==> src/shared/ssfd_defines.vh <==
`ifndef SSFD_DEFINES_VH
`define SSFD_DEFINES_VH

// transfer mode field encoding for full-duplex operation
`define SSFD_MODE_TXRX     2'b10
// bit order select: 1 sends and receives msb first
`define SSFD_MSB_FIRST     1'b1
// core clock period and internal serial clock period
`define SSFD_CLK_NS        8
`define SSFD_SCK_PERIOD_NS 80
`define SSFD_SCK_HALF_CYC  ((`SSFD_SCK_PERIOD_NS / `SSFD_CLK_NS) / 2)
// frame length: last bit index
`define SSFD_LAST_BIT      3'h7
`define SSFD_CNT_ZERO      3'h0
`define SSFD_CNT_ONE       3'h1
// reset and initial values
`define SSFD_TXE_INIT      1'b1
`define SSFD_RXF_INIT      1'b0
`define SSFD_BUF_INIT      8'h00
`define SSFD_IDLE_LVL      1'b1

`endif

==> src/hdl/ssfd_sync2.v <==
`timescale 1ns/1ns
`default_nettype none

// two-stage synchroniser for levels entering the core clock domain
module ssfd_sync2 #(
    parameter             WIDTH   = 1,
    parameter [WIDTH-1:0] RST_VAL = {WIDTH{1'b1}}
) (
    input  wire             clk,
    input  wire             rst,
    input  wire [WIDTH-1:0] d_in,
    output wire [WIDTH-1:0] q_out
);

    reg [WIDTH-1:0] meta_reg;
    reg [WIDTH-1:0] sync_reg;

    always @(posedge clk) begin
        if (rst) begin
            meta_reg <= RST_VAL;
            sync_reg <= RST_VAL;
        end else begin
            meta_reg <= d_in;
            sync_reg <= meta_reg;
        end
    end

    assign q_out = sync_reg;

endmodule // ssfd_sync2

`default_nettype wire

==> src/hdl/ssfd_sckgen.v <==
`timescale 1ns/1ns
`default_nettype none

// internal serial clock: idles high, a low phase completes unless reset cuts it short
module ssfd_sckgen #(
    parameter HALF = 5,
    parameter CW   = 8
) (
    input  wire clk,
    input  wire rst,
    input  wire run,
    output wire sck,
    output wire fall_pls,
    output wire rise_pls
);

    localparam [CW-1:0] HALF_M1 = HALF - 1;
    localparam [CW-1:0] CNT_ONE = 1;

    reg [CW-1:0] cnt_reg;
    reg          sck_reg;
    reg          fall_reg;
    reg          rise_reg;

    always @(posedge clk) begin
        if (rst) begin
            cnt_reg  <= {CW{1'b0}};
            sck_reg  <= 1'b1;
            fall_reg <= 1'b0;
            rise_reg <= 1'b0;
        end else begin
            fall_reg <= 1'b0;
            rise_reg <= 1'b0;
            if (!sck_reg || run) begin
                if (cnt_reg == HALF_M1) begin
                    cnt_reg  <= {CW{1'b0}};
                    sck_reg  <= ~sck_reg;
                    fall_reg <= sck_reg;
                    rise_reg <= ~sck_reg;
                end else begin
                    cnt_reg <= cnt_reg + CNT_ONE;
                end
            end else begin
                // auto wait: clock parked high
                cnt_reg <= {CW{1'b0}};
            end
        end
    end

    assign sck      = sck_reg;
    assign fall_pls = fall_reg;
    assign rise_pls = rise_reg;

endmodule // ssfd_sckgen

`default_nettype wire

==> src/hdl/ssfd_serial.v <==
// Operation
// mode 10 selects full duplex; clock, order
// tx write clears empty; rx read clears full
// start bit sets active at falling edge
// drive on falling, sample on rising edges
// shift flag high first to eighth fall
// empty flag set at rise after load
// eighth bit: copy, full flag, interrupt together
// internal clock loads within one period
// external first fall loads, rise receives
// internal clock waits high until both accesses
// wait released by both accesses, any order
// external clock: software services buffers first
// empty at shift start sets underrun flag
// underrun holds serial out high
// software reads buffer then forces stop
// unread full buffer at end: overrun
// overrun ignores newly received bits
// reads give old frame then shift register
// external: eight more clocks then stop
// start cleared: finish frame, stop, out high
// external: clear start before next frame
// forced stop halts and initializes everything
// no interrupts while overrun stays uncorrected
`timescale 1ns/1ns
`default_nettype none
`include "ssfd_defines.vh"

module ssfd_serial #(
    parameter SCK_HALF = `SSFD_SCK_HALF_CYC
) (
    input  wire       core_clk,
    input  wire       sys_rst,
    input  wire [1:0] transfer_mode_field,
    input  wire       clk_src_ext,
    input  wire       bit_order_select,
    input  wire       start_set,
    input  wire       start_clr,
    input  wire       forced_stop_bit,
    input  wire       tx_wr_stb,
    input  wire [7:0] tx_wr_data,
    input  wire       rx_rd_stb,
    input  wire       rx_overrun_clr,
    input  wire       sck_in,
    input  wire       si_in,
    output wire       transfer_start_bit,
    output wire       transfer_active_flag,
    output wire       shift_active_flag,
    output wire       tx_buffer_empty_flag,
    output wire       rx_buffer_full_flag,
    output wire       tx_underrun_flag,
    output wire       rx_overrun_flag,
    output wire       serial_irq,
    output wire [7:0] rx_rd_data,
    output wire       sck_out,
    output wire       sck_oe,
    output wire       so_out
);

    reg       start_reg;
    reg       active_reg;
    reg       sef_reg;
    reg       txe_reg;
    reg       rxf_reg;
    reg       tx_underrun_flag_reg;
    reg       rx_overrun_flag_reg;
    reg       irq_reg;
    reg [7:0] rd_data_reg;
    reg       sck_oe_reg;
    reg       so_reg;
    reg [7:0] tx_buf_reg;
    reg [7:0] rx_buf_reg;
    reg [7:0] shift_reg;
    reg [2:0] fall_cnt_reg;
    reg [2:0] rise_cnt_reg;
    reg       in_frame_reg;
    reg       load_pend_reg;
    reg       rd_seen_reg;
    reg       sck_d_reg;

    wire       sck_s;
    wire       si_s;
    wire       int_sck;
    wire       int_fall;
    wire       int_rise;
    wire       mode_ok;
    wire       ext_fall;
    wire       ext_rise;
    wire       fall_ev;
    wire       rise_ev;
    wire       int_run;
    wire       msb;
    wire [7:0] shift_nx;
    wire       frame_start;
    wire       frame_end;
    wire       txe_set;
    wire       rxf_set;
    wire       ovr_set;

    ssfd_sync2 #(
        .WIDTH   (2),
        .RST_VAL (2'h3)
    ) u_sync (
        .clk   (core_clk),
        .rst   (sys_rst),
        .d_in  ({sck_in, si_in}),
        .q_out ({sck_s, si_s})
    );

    assign mode_ok = (transfer_mode_field == `SSFD_MODE_TXRX);
    assign msb     = (bit_order_select == `SSFD_MSB_FIRST);

    // internal clock runs mid-frame, or once both buffers are serviced
    assign int_run = mode_ok && !clk_src_ext && (in_frame_reg ||
                     (start_reg && !txe_reg && !rxf_reg && !rx_overrun_flag_reg));

    ssfd_sckgen #(
        .HALF (SCK_HALF),
        .CW   (8)
    ) u_sckgen (
        .clk      (core_clk),
        .rst      (sys_rst | forced_stop_bit),
        .run      (int_run),
        .sck      (int_sck),
        .fall_pls (int_fall),
        .rise_pls (int_rise)
    );

    always @(posedge core_clk) begin
        if (sys_rst) begin
            sck_d_reg <= `SSFD_IDLE_LVL;
        end else begin
            sck_d_reg <= sck_s;
        end
    end

    assign ext_fall = sck_d_reg & ~sck_s;
    assign ext_rise = ~sck_d_reg & sck_s;
    assign fall_ev  = mode_ok && (clk_src_ext ? ext_fall : int_fall);
    assign rise_ev  = mode_ok && (clk_src_ext ? ext_rise : int_rise);

    // a new frame needs the start bit; mid-frame edges always count
    assign frame_start = fall_ev && !in_frame_reg && start_reg;
    assign frame_end   = rise_ev && in_frame_reg &&
                         (rise_cnt_reg == `SSFD_LAST_BIT);

    assign shift_nx = msb ? {shift_reg[6:0], si_s} : {si_s, shift_reg[7:1]};

    assign txe_set = rise_ev && load_pend_reg;
    assign ovr_set = frame_end && !rx_overrun_flag_reg && rxf_reg;
    assign rxf_set = frame_end && !rx_overrun_flag_reg && !rxf_reg;

    always @(posedge core_clk) begin
        if (sys_rst || forced_stop_bit) begin
            start_reg     <= 1'b0;
            active_reg    <= 1'b0;
            sef_reg       <= 1'b0;
            txe_reg       <= `SSFD_TXE_INIT;
            rxf_reg       <= `SSFD_RXF_INIT;
            tx_underrun_flag_reg     <= 1'b0;
            rx_overrun_flag_reg     <= 1'b0;
            irq_reg       <= 1'b0;
            rd_data_reg   <= `SSFD_BUF_INIT;
            so_reg        <= `SSFD_IDLE_LVL;
            tx_buf_reg    <= `SSFD_BUF_INIT;
            rx_buf_reg    <= `SSFD_BUF_INIT;
            shift_reg     <= `SSFD_BUF_INIT;
            fall_cnt_reg  <= `SSFD_CNT_ZERO;
            rise_cnt_reg  <= `SSFD_CNT_ZERO;
            in_frame_reg  <= 1'b0;
            load_pend_reg <= 1'b0;
            rd_seen_reg   <= 1'b0;
        end else begin
            irq_reg <= 1'b0;

            if (start_set) begin
                start_reg <= 1'b1;
            end else if (start_clr) begin
                start_reg <= 1'b0;
            end

            // transmit buffer write; hardware set wins a tie
            if (tx_wr_stb) begin
                tx_buf_reg <= tx_wr_data;
            end
            if (txe_set) begin
                txe_reg       <= 1'b1;
                load_pend_reg <= 1'b0;
            end else if (tx_wr_stb) begin
                txe_reg <= 1'b0;
            end

            // receive buffer read
            if (rx_rd_stb) begin
                if (rx_overrun_flag_reg) begin
                    // overrun: old frame first, then shift register
                    rd_data_reg <= rd_seen_reg ? shift_reg : rx_buf_reg;
                    rd_seen_reg <= 1'b1;
                end else begin
                    rd_data_reg <= rx_buf_reg;
                end
            end
            if (rxf_set) begin
                rxf_reg <= 1'b1;
            end else if (rx_overrun_clr && rx_overrun_flag_reg) begin
                rxf_reg <= 1'b0;
            end else if (rx_rd_stb && !rx_overrun_flag_reg) begin
                rxf_reg <= 1'b0;
            end

            if (ovr_set) begin
                rx_overrun_flag_reg <= 1'b1;
            end else if (rx_overrun_clr) begin
                rx_overrun_flag_reg   <= 1'b0;
                rd_seen_reg <= 1'b0;
            end

            // falling edge: frame start or next output bit
            if (frame_start) begin
                active_reg   <= 1'b1;
                sef_reg      <= 1'b1;
                in_frame_reg <= 1'b1;
                fall_cnt_reg <= `SSFD_CNT_ONE;
                rise_cnt_reg <= `SSFD_CNT_ZERO;
                if (txe_reg) begin
                    tx_underrun_flag_reg <= 1'b1;
                    so_reg    <= `SSFD_IDLE_LVL;
                end else begin
                    shift_reg     <= tx_buf_reg;
                    load_pend_reg <= 1'b1;
                    so_reg <= tx_underrun_flag_reg ? `SSFD_IDLE_LVL :
                              (msb ? tx_buf_reg[7] : tx_buf_reg[0]);
                end
            end else if (fall_ev && in_frame_reg) begin
                fall_cnt_reg <= fall_cnt_reg + `SSFD_CNT_ONE;
                if (fall_cnt_reg == `SSFD_LAST_BIT) begin
                    sef_reg <= 1'b0;
                end
                so_reg <= tx_underrun_flag_reg ? `SSFD_IDLE_LVL :
                          (msb ? shift_reg[7] : shift_reg[0]);
            end

            // rising edge: sample serial in
            if (rise_ev && in_frame_reg) begin
                rise_cnt_reg <= rise_cnt_reg + `SSFD_CNT_ONE;
                if (!rx_overrun_flag_reg) begin
                    shift_reg <= shift_nx;
                end
            end

            if (frame_end) begin
                in_frame_reg <= 1'b0;
                if (rxf_set) begin
                    rx_buf_reg <= shift_nx;
                end
                if (!rx_overrun_flag_reg) begin
                    irq_reg <= 1'b1;
                end
                if (!start_reg) begin
                    active_reg <= 1'b0;
                    so_reg     <= `SSFD_IDLE_LVL;
                end
            end else if (!in_frame_reg && !start_reg && active_reg) begin
                // start cleared during auto wait: nothing left to finish
                active_reg <= 1'b0;
                so_reg     <= `SSFD_IDLE_LVL;
            end
        end
    end

    always @(posedge core_clk) begin
        if (sys_rst) begin
            sck_oe_reg <= 1'b0;
        end else begin
            sck_oe_reg <= mode_ok && !clk_src_ext;
        end
    end

    assign transfer_start_bit   = start_reg;
    assign transfer_active_flag = active_reg;
    assign shift_active_flag    = sef_reg;
    assign tx_buffer_empty_flag = txe_reg;
    assign rx_buffer_full_flag  = rxf_reg;
    assign tx_underrun_flag     = tx_underrun_flag_reg;
    assign rx_overrun_flag      = rx_overrun_flag_reg;
    assign serial_irq           = irq_reg;
    assign rx_rd_data           = rd_data_reg;
    assign sck_out              = int_sck;
    assign sck_oe               = sck_oe_reg;
    assign so_out               = so_reg;

endmodule // ssfd_serial

`default_nettype wire

==> config.mk <==
export PLATFORM = sky130hd
export DESIGN_NAME = ssfd_serial
export DESIGN_NICKNAME = d
export VERILOG_FILES = /design/src/hdl/ssfd_sync2.v /design/src/hdl/ssfd_sckgen.v /design/src/hdl/ssfd_serial.v
export VERILOG_INCLUDE_DIRS = /design/src /design/src/shared
export SDC_FILE = /design/constraint.sdc
export NUM_CORES = 1
export LEC_CHECK = 0
export BUFFER_PORTS_ARGS = -buffer_cell sky130_fd_sc_hd__buf_2
export CAP_MARGIN = 20
export CORE_ASPECT_RATIO = 1.75
export CORE_UTILIZATION = 45
export DETAILED_ROUTE_END_ITERATION = 6
export PLACE_DENSITY_LB_ADDON = 0.08
export SYNTH_ARGS = -nofsm -noshare
export SYNTH_HDL_FRONTEND = slang
export SYNTH_SLANG_ARGS = --single-unit
==> constraint.sdc <==
create_clock -name core_clk -period 1.6 [get_ports core_clk]
set_input_delay 0.32 -clock core_clk [delete_from_list [all_inputs] [get_ports core_clk]]
set_output_delay 0.32 -clock core_clk [all_outputs]
set_load 0.01 [all_outputs]
-- Yosys cells after proc, flatten, opt, wreduce, memory -nomap -nowiden
Index checks and enable logic that the tools add are counted.
- register bits after elaboration: 67
- RAM bits: 0
- bits in read-only memories: 0
- latch bits: 0
- output and inout port bits: 19
- memories kept: 0
- muxes and demuxes: 45
- order comparisons: 0
- multiply operators: 0
- add/subtract/negate cells: 3
- equality and inequality tests: 4
- shifts and indexed selects: 0
- bitwise logic cells: 9
- div/mod/pow operators: 0
- reduce and logical (&&, ||, !) cells: 46
- operator list (operator ; count):
    $mux W8 ; 7
    $mux W1 ; 36
    $logic_and A1 B1 Y1 ; 20
    $reduce_bool A2 Y1 ; 5
    $add A8 B1 Y8 const B ; 1
    $eq A8 B3 Y1 const B ; 1
    $reduce_and A2 Y1 ; 4
    $reduce_or A2 Y1 ; 4
    $logic_not A1 Y1 ; 7
    $add A3 B1 Y3 const B ; 2
    $eq A3 B3 Y1 const B ; 2
    $mux W3 ; 2
    $not A1 Y1 ; 6
    $reduce_or A3 Y1 ; 2
    $logic_or A1 B1 Y1 ; 3
    $reduce_bool A3 Y1 ; 1
    $and A1 B1 Y1 ; 2
    $eq A2 B2 Y1 const B ; 1
    $or A1 B1 Y1 ; 1

-- Depth between registers and ports, before layout
Gate-level depths: netlist (run 1).
- word-level depth: 9
- gate-level depth with buffers: 6
- mapped depth without buffers: 6

-- Cells and area by module
Synthesis (run 1) repeated with hierarchy kept, for this count alone.
- cells, all modules: 311
- area, all modules: 2909.0 um^2
- by module, submodules not included (module ; instances ; cells an instance ; area each (um^2)):
    ssfd_serial ; 1 ; 251 ; 2324.7
    ssfd_sckgen ; 1 ; 52 ; 479.2
    ssfd_sync2 ; 1 ; 8 ; 105.1

-- Worst setup path after synthesis (run 1)
Ideal clock, no wire load.
- kind: register to register
- start: register in_frame_reg
- end: register so_reg (netlist: so_out)
- library setup time: 0.120 ns
- buffers on the path: 0
- period minus slack after synthesis: 1.558 ns
- setup slack: 0.042 ns
- stages on the path, launching flop included: 5
- required time: 1.480 ns
- arrival: 1.438 ns
- path through: dfxtp_1 > nand3b_1 > a21oi_2 > mux2_2 > a211o_1
- word-level cells in the longest chain between the ends: 6
- ends and longest elaborated chain (what ; RTL line ; source):
    start, declared ; ssfd_serial.v:76 ; reg in_frame_reg;
    start signal, assigned ; ssfd_serial.v:170 ; in_frame_reg <= 1'b0;
    start signal, assigned ; ssfd_serial.v:222 ; in_frame_reg <= 1'b1;
    start signal, assigned ; ssfd_serial.v:252 ; in_frame_reg <= 1'b0;
    $logic_not A1 Y1 ; ssfd_serial.v:143, ssfd_serial.v:263 ;
    $logic_and A1 B1 Y1 (2 in a row) ; ssfd_serial.v:143 ; assign frame_start = fall_ev && !in_frame_reg && start_reg;
    $mux W1 ; ssfd_serial.v:219 ; if (frame_start) begin
    $mux W1 (on tied branches) ; ssfd_serial.v:263, ssfd_serial.v:259 ;
    $mux W1 * ; ssfd_serial.v:251 ; if (frame_end) begin
    end signal, assigned ; ssfd_serial.v:227 ; so_reg <= `SSFD_IDLE_LVL;
    end signal, assigned ; ssfd_serial.v:261 ; so_reg <= `SSFD_IDLE_LVL;
    end signal, assigned ; ssfd_serial.v:266 ; so_reg <= `SSFD_IDLE_LVL;
    end, declared ; ssfd_serial.v:70 ; reg so_reg;
Mark *: on every way between the ends. The rest lies on a longest branch, timed or not.
A chain may end at the register's enable or synchronous reset.

-- Worst setup path after layout (run 1)
- start: register txe_reg (netlist: tx_buffer_empty_flag)
- end: register shift_reg[7]
- word-level cells in the longest chain between the ends: 4
- ends and longest elaborated chain (what ; RTL line ; source):
    start, declared ; ssfd_serial.v:63 ; reg txe_reg;
    start signal, assigned ; ssfd_serial.v:158 ; txe_reg <= `SSFD_TXE_INIT;
    $mux W8 * ; ssfd_serial.v:225 ; if (txe_reg) begin
    $mux W8 * ; ssfd_serial.v:219 ;
    $mux W8 ; ssfd_serial.v:246 ; if (!rx_overrun_flag_reg) begin
    $mux W8 * ; ssfd_serial.v:244 ; if (rise_ev && in_frame_reg) begin
    end signal, assigned ; ssfd_serial.v:167 ; shift_reg <= `SSFD_BUF_INIT;
    end signal, assigned ; ssfd_serial.v:229 ; shift_reg <= tx_buf_reg;
    end signal, assigned ; ssfd_serial.v:247 ; shift_reg <= shift_nx;
    end, declared ; ssfd_serial.v:73 ; reg [7:0] shift_reg;
Marks and branches as above.

==> flow_summary.yaml, run 1 <==
outcome:
  status: "finished, final reports clean"
synthesis:
  avgSynthCellArea_sq_um: 9.45
  ys_ff_latch: 67
  ys_warn_count: 0
  synth_fp_nets: 330
  async_reset_ff_share_pct: 0
  synth_flop_cell: "dfxtp_1"
  synth_edf_count: 0
  syn_area_sq_um: 2860
  ys_seq_area_share_pct: 47.0
  ys_types: 39
  netlist_instances: 302
critical_path:
  worst_setup_path_end_kind: "flip-flop"
  cp_slowest_cell: "dfxtp_2"
  worstPathMaxFanout: 4
  cp-start-kind: "flip-flop"
  regToRegStartpoint: "tx_buffer_empty_flag"
  worst-setup-path-type: "flip-flop to flip-flop"
  crit_arrival_ps: 1830
  reg2reg_slack_ps: 10
  crit_start: "tx_buffer_empty_flag"
  max_stage_delay_ps: 330
  cp_cell_sequence: "buf_6, nand4bb_1, a211oi_2, buf_2, mux2i_1, a21oi_1"
  crit_family: "buffers and inverters"
  cp.required_ps: 1840
  critical_path_buf_inv_count: 2
drt:
  drt_iter0_drc: 102
  routed_wl_um: 7050
  firstDrtPassIters: 4
  ant_nets: 0
  drt-wirelength-per-cell_um: 15.8
  via_count: 2448
  post_drt_via_cell_ratio: 5.48
  drc: 0
floorplan:
  initial_core_util_pct: 46.2
  core_sq_um: 6180
  die_width_um: 62.2
  io_pins: 41
  fp.dieH_um: 107
  die_area_sq_um: 6680
  rows: 38
sta:
  max_slew_margin_pct: 65.3
  hold_viol: 0
  worst_slew_pin_slew_ps: 521
  slew_viol_final: 0
  holdWs_ps: 144
  period_minus_slack_ps: 1590
  finalSetupViolCount: 0
  setup_tns_ps: 0
  rsz0062_at_grt: "yes"
  min_period_over_period_pct: 99.1
  max_freq_mhz: 631
  worst_clock_skew_ps: 4.19
global_route:
  grt_pass1_vias: 2497
  grt_max_degree: 28
  grt_pass1_wl_um: 11700
  antenna_found_initial: 0
  grt_overflow: 0
  grt_util_all_layers_pct: 23.0
cts:
  cts.reportedPaths.clkPinSlew_ps: 70
  tritoncts: "built"
  cts_made_buffers: 9
  cts_buffer_depth: 2
  worstSkewPairLatency_ps: 350
  cts_num_sinks: 67
  cts_root_buf: "clkbuf_8"
  cts-htree-levels: 3
placed_design:
  place_area_sq_um: 3270
  portBuffers: 40
  hpwl_um: 5250
  finalWeightedCongestion: 0.860
final_layout:
  layout_commonest_cell: "dfxtp_1"
  final_area_sq_um: 3530
  area_growth_pct: 23.6
  fillerInstances: 607
  mostFrequentLayoutCells: "65 x dfxtp_1, 41 x buf_2, 33 x nor2_1, 26 x mux2i_1, 24 x buf_4"
  diodes: 0
  multi_input_area_sq_um: 1450
  drive_gt1_share_pct: 31.1
  fin_nets: 392
  seq_area_sq_um: 1340
power_and_ir_drop:
  p_total_mw: 3.23
  irDropWorstVdd_uv: 600
  p_leak_nw: 1.36
  powerDensity_nw_per_um2: 915
flow_run:
  maxCapViolations: 0
hold_path:
  min_from: "si_in"
  hp-class: "primary input to flip-flop"
## layer usage
metal	part of all wire, %	track usage [%]
met3	2.8	4.98
met5	0	0
met2	55	43.0
met4	4.2	16.3
met1	38	22.0
## Yosys cell counts (3+ instances only)
cell type  count  area [sq um]
a211o_1        4          35.0
a211oi_1       3          22.5
a21oi_1       21           105
a311oi_1       8          70.1
a31o_2        16           140
buf_1          3          11.3
buf_2          3          15.0
clkbuf_1      10          37.5
dfxtp_1       67          1340
ha_1           6          75.1
inv_1          9          33.8
mux2i_1       26           260
nand2_1       15          56.3
nand2b_1       6          37.5
nand3_1       18          90.1
nand3b_1       4          30.0
nor2_1        33           124
nor3_1         3          15.0
nor4_1         8          50.1
o21ai_0        4          20.0
or2_2          6          37.5
xnor2_1        3          26.3
xor2_1         5          43.8
## power breakdown
part	total, mW	leakage [nW]	switching (mW)	internal, mW
sequential	1.70	0.542	0.0104	1.69
clock	1.35	0.0950	0.608	0.739
combinational	0.182	0.726	0.0972	0.0851
## timing repair
| action | in CTS | in global routing |
|---|---|---|
| pin swaps | 0 | 6 |
| setup buffers | 0 | 4 |
| hold endpoints to repair | 0 | 0 |
| endpoints found under the setup margin | 1 | 19 |
| cloned | 0 | 1 |
| hold buffers | 0 | 0 |
| resized for setup | 1 | 11 |
## worst paths after layout
check	end	depth (start not counted)
worst max-delay path	shift_reg[7]	6
worst min-delay path	u_sync.meta_reg[0]	2
worst min register to register	u_sync.q_out[0]	1
worst max register to register	shift_reg[7]	6
## worst reg2reg max path, stage by stage, from the launching register on
cell	delay, ps
dfxtp_2	330
buf_6	120
nand4bb_1	200
a211oi_2	260
buf_2	240
mux2i_1	240
a21oi_1	90
## cell type report
class / count / area share, %
timing repair buffer: 67 / 11.8
inverter: 10 / 1.06
clock inverter: 3 / 1.13
sequential: 67 / 38.1
tap: 80 / 2.84
multi-input combinational: 209 / 41.1
clock buffer: 11 / 4.01
## stage by stage
stage | worst slack [ps] | instances | util (%)
floorplan | 42.3 | 302 | -
global placement | -87.2 | 428 | 52.9
detailed placement | -51.7 | 428 | 52.9
CTS | 9.98 | 442 | 55.9
global route | -62.4 | 447 | 57.1
finish | 14.5 | 447 | 57.1
## kinds of logic (layout without fill, tap and decap cells)
family / Yosys count / after routing / synth area share, %
AND/OR/NAND/NOR: 102 / 102 / 17.9
flip-flops: 67 / 67 / 47.0
AO/OA/AOI/OAI: 66 / 66 / 17.0
multiplexers: 27 / 27 / 9.51
buffers and inverters: 26 / 91 / 3.55
XOR/XNOR: 8 / 8 / 2.45
adder cells (fa/ha/maj): 6 / 6 / 2.63
(Power assumes the default switching activity.)
==> inputs of run 2 (changes only) <==
HOLD_SLACK_MARGIN = 0.15   (was unset)
==> run 2 against run 1 <==
Against the previous run:
- sequential power about the same
- hold slack gained 41 ps
- die area unchanged
- first-iteration DRC count fell by 16%
- clock skew grew 1.2 ps
- combinational power up 2%
- largest cell class unchanged
- largest power group unchanged
==> flow_summary.yaml, run 2 (synthesized netlist as in run 1, its figures left out) <==
outcome:
  status: "finished, final reports clean"
sta:
  timing.final.ws_setup_ps: 15.1
  finalSetupViolCount: 0
  holdWs_ps: 185
  worst_clock_skew_ps: 5.37
  hold_viol: 0
  min_period_over_period_pct: 99.1
  max_freq_mhz: 631
  slew_viol_final: 0
  period_minus_slack_ps: 1580
  worst_slew_pin_slew_ps: 513
  max_slew_margin_pct: 65.8
  rsz0062_at_grt: "yes"
drt:
  drt-wirelength-per-cell_um: 15.7
  ant_nets: 0
  drt_iter0_drc: 86
  firstDrtPassIters: 4
  drc: 0
  post_drt_via_cell_ratio: 5.44
  routed_wl_um: 7060
  via_count: 2444
cts:
  cts_buffer_depth: 2
  cts_made_buffers: 9
  cts_num_sinks: 67
  cts_root_buf: "clkbuf_8"
  tritoncts: "built"
  worstSkewPairLatency_ps: 360
  cts-htree-levels: 3
  cts.reportedPaths.clkPinSlew_ps: 70
power_and_ir_drop:
  p_leak_nw: 1.37
  p_sw_mw: 0.717
  power.internal_mw: 2.52
  comb_power_share_pct: 5.7
  switching_share_pct: 22.2
  seqPwrFrac_pct: 52.6
  powerDensity_nw_per_um2: 911
  power.share.clock_pct: 41.7
  irDropWorstVdd_uv: 601
critical_path:
  crit_start: "tx_buffer_empty_flag"
  worst-setup-path-type: "flip-flop to flip-flop"
  max_stage_delay_ps: 330
  reg2reg_slack_ps: 20
  worstReg2RegEnd: "shift_reg[7]"
  worstPathMaxFanout: 4
  reg2regPathDepth: 6
  cp_cell_sequence: "buf_6, nand4bb_1, a211oi_2, buf_2, mux2i_1, a21oi_1"
  worst_setup_path_end_kind: "flip-flop"
  cp_slowest_cell: "dfxtp_2"
  crit_arrival_ps: 1830
  regToRegStartpoint: "tx_buffer_empty_flag"
  cp-start-kind: "flip-flop"
  cp.required_ps: 1840
floorplan:
  fp.dieH_um: 107
  io_pins: 41
  die_area_sq_um: 6680
  initial_core_util_pct: 46.2
  die_width_um: 62.2
  core_sq_um: 6180
  rows: 38
final_layout:
  fillerInstances: 605
  mostFrequentLayoutCells: "65 x dfxtp_1, 41 x buf_2, 33 x nor2_1, 26 x mux2i_1, 24 x buf_4"
  final_core_util_pct: 57.4
  area_growth_pct: 24.3
  diodes: 0
  drive_gt1_share_pct: 30.9
  final_area_sq_um: 3550
  fin_nets: 394
  layout_commonest_cell: "dfxtp_1"
hold_path:
  min_path_cells: 2
  whs_endpoint: "u_sync.meta_reg[1]"
  min_from: "sck_in"
  hp-class: "primary input to flip-flop"
global_route:
  grt_util_all_layers_pct: 23.1
  met2_usage_pct: 43.0
  antenna_found_initial: 0
  grt_overflow: 0
  use_met1_pct: 22.1
  grt_pass1_wl_um: 11700
  grt_pass1_vias: 2506
  grt_max_degree: 28
  busiest_layer: "met2"
  grt_use_met3_pct: 4.98
placed_design:
  place_area_sq_um: 3270
  hpwl_um: 5250
  preCtsSetupSlack_ps: -51.7
  finalWeightedCongestion: 0.860
  portBuffers: 40
flow_run:
  maxCapViolations: 0
==> run 2: cell types whose count changed in the layout (fill, tap and decap cells not counted) <==
cell | previous run | this run
dlygate4sd3_1 | 0 | 2
==> run 2: what timing repair did <==
| item | in CTS | in global routing |
|---|---|---|
| gates resized for setup | 1 | 11 |
| pin swaps | 0 | 6 |
| gates cloned | 0 | 1 |
| hold buffers | 2 | 0 |
| endpoints found under the setup margin | 1 | 19 |
| setup buffers | 0 | 4 |
| endpoints found under the hold margin | 2 | 0 |
==> run 2: area by class of cell <==
cell class                 instances  area, sq um  area share, %
clock buffer                      11          141           3.98
clock inverter                     3         40.0           1.13
inverter                          10         37.5           1.06
multi-input combinational        209         1450           40.9
sequential                        67         1340           37.9
tap                               80          100           2.82
timing repair buffer              69          437           12.3
==> run 2: worst max-delay path, delay by kind of cell (launching register included) <==
family	cells	cell delay [ps]
AO/OA/AOI/OAI	2	350
buffers and inverters	2	360
flip-flops	1	330
multiplexers	1	240
AND/OR/NAND/NOR	1	200
==> run 2: metal layers <==
metal / vias to the layer above / routed length, um
met5: - / 0
met4: 0 / 305
li1: 1220 / -
met3: 23 / 194
met1: 1152 / 2710
met2: 49 / 3850
==> run 2: power groups by stage <==
stage / logic, mW / clock network (mW) / registers (mW)
6_report: 0.186 / 1.35 / 1.70
5_1_grt: 0.202 / 1.45 / 1.70
4_1_cts: 0.180 / 1.38 / 1.70
3_5_place_dp: 0.175 / 0 / 1.74
3_3_place_gp: 0.173 / 0 / 1.74
2_1_floorplan: 0.0930 / 0 / 1.74
==> run 2: through the flow <==
step	setup TNS (ps)	cells	total power, mW
4_1_cts	0	444	3.26
3_5_place_dp	-402	428	1.91
5_1_grt	-78.0	449	3.35
3_3_place_gp	-271	428	1.91
2_1_floorplan	0	302	1.83
6_report	0	449	3.23
==> run 2: how the worst max path moves through the flow <==
| stage | slack, ps | end | depth (start not counted) |
|---|---|---|---|
| 6_report | 20 | shift_reg[7] | 6 |
| 5_1_grt | -60 | shift_reg[7] | 6 |
| 4_1_cts | 10 | shift_reg[7] | 6 |
| 3_5_place_dp | -50 | so_out | 5 |
| 3_3_place_gp | -90 | so_out | 5 |
| 2_1_floorplan | 40 | so_out | 4 |
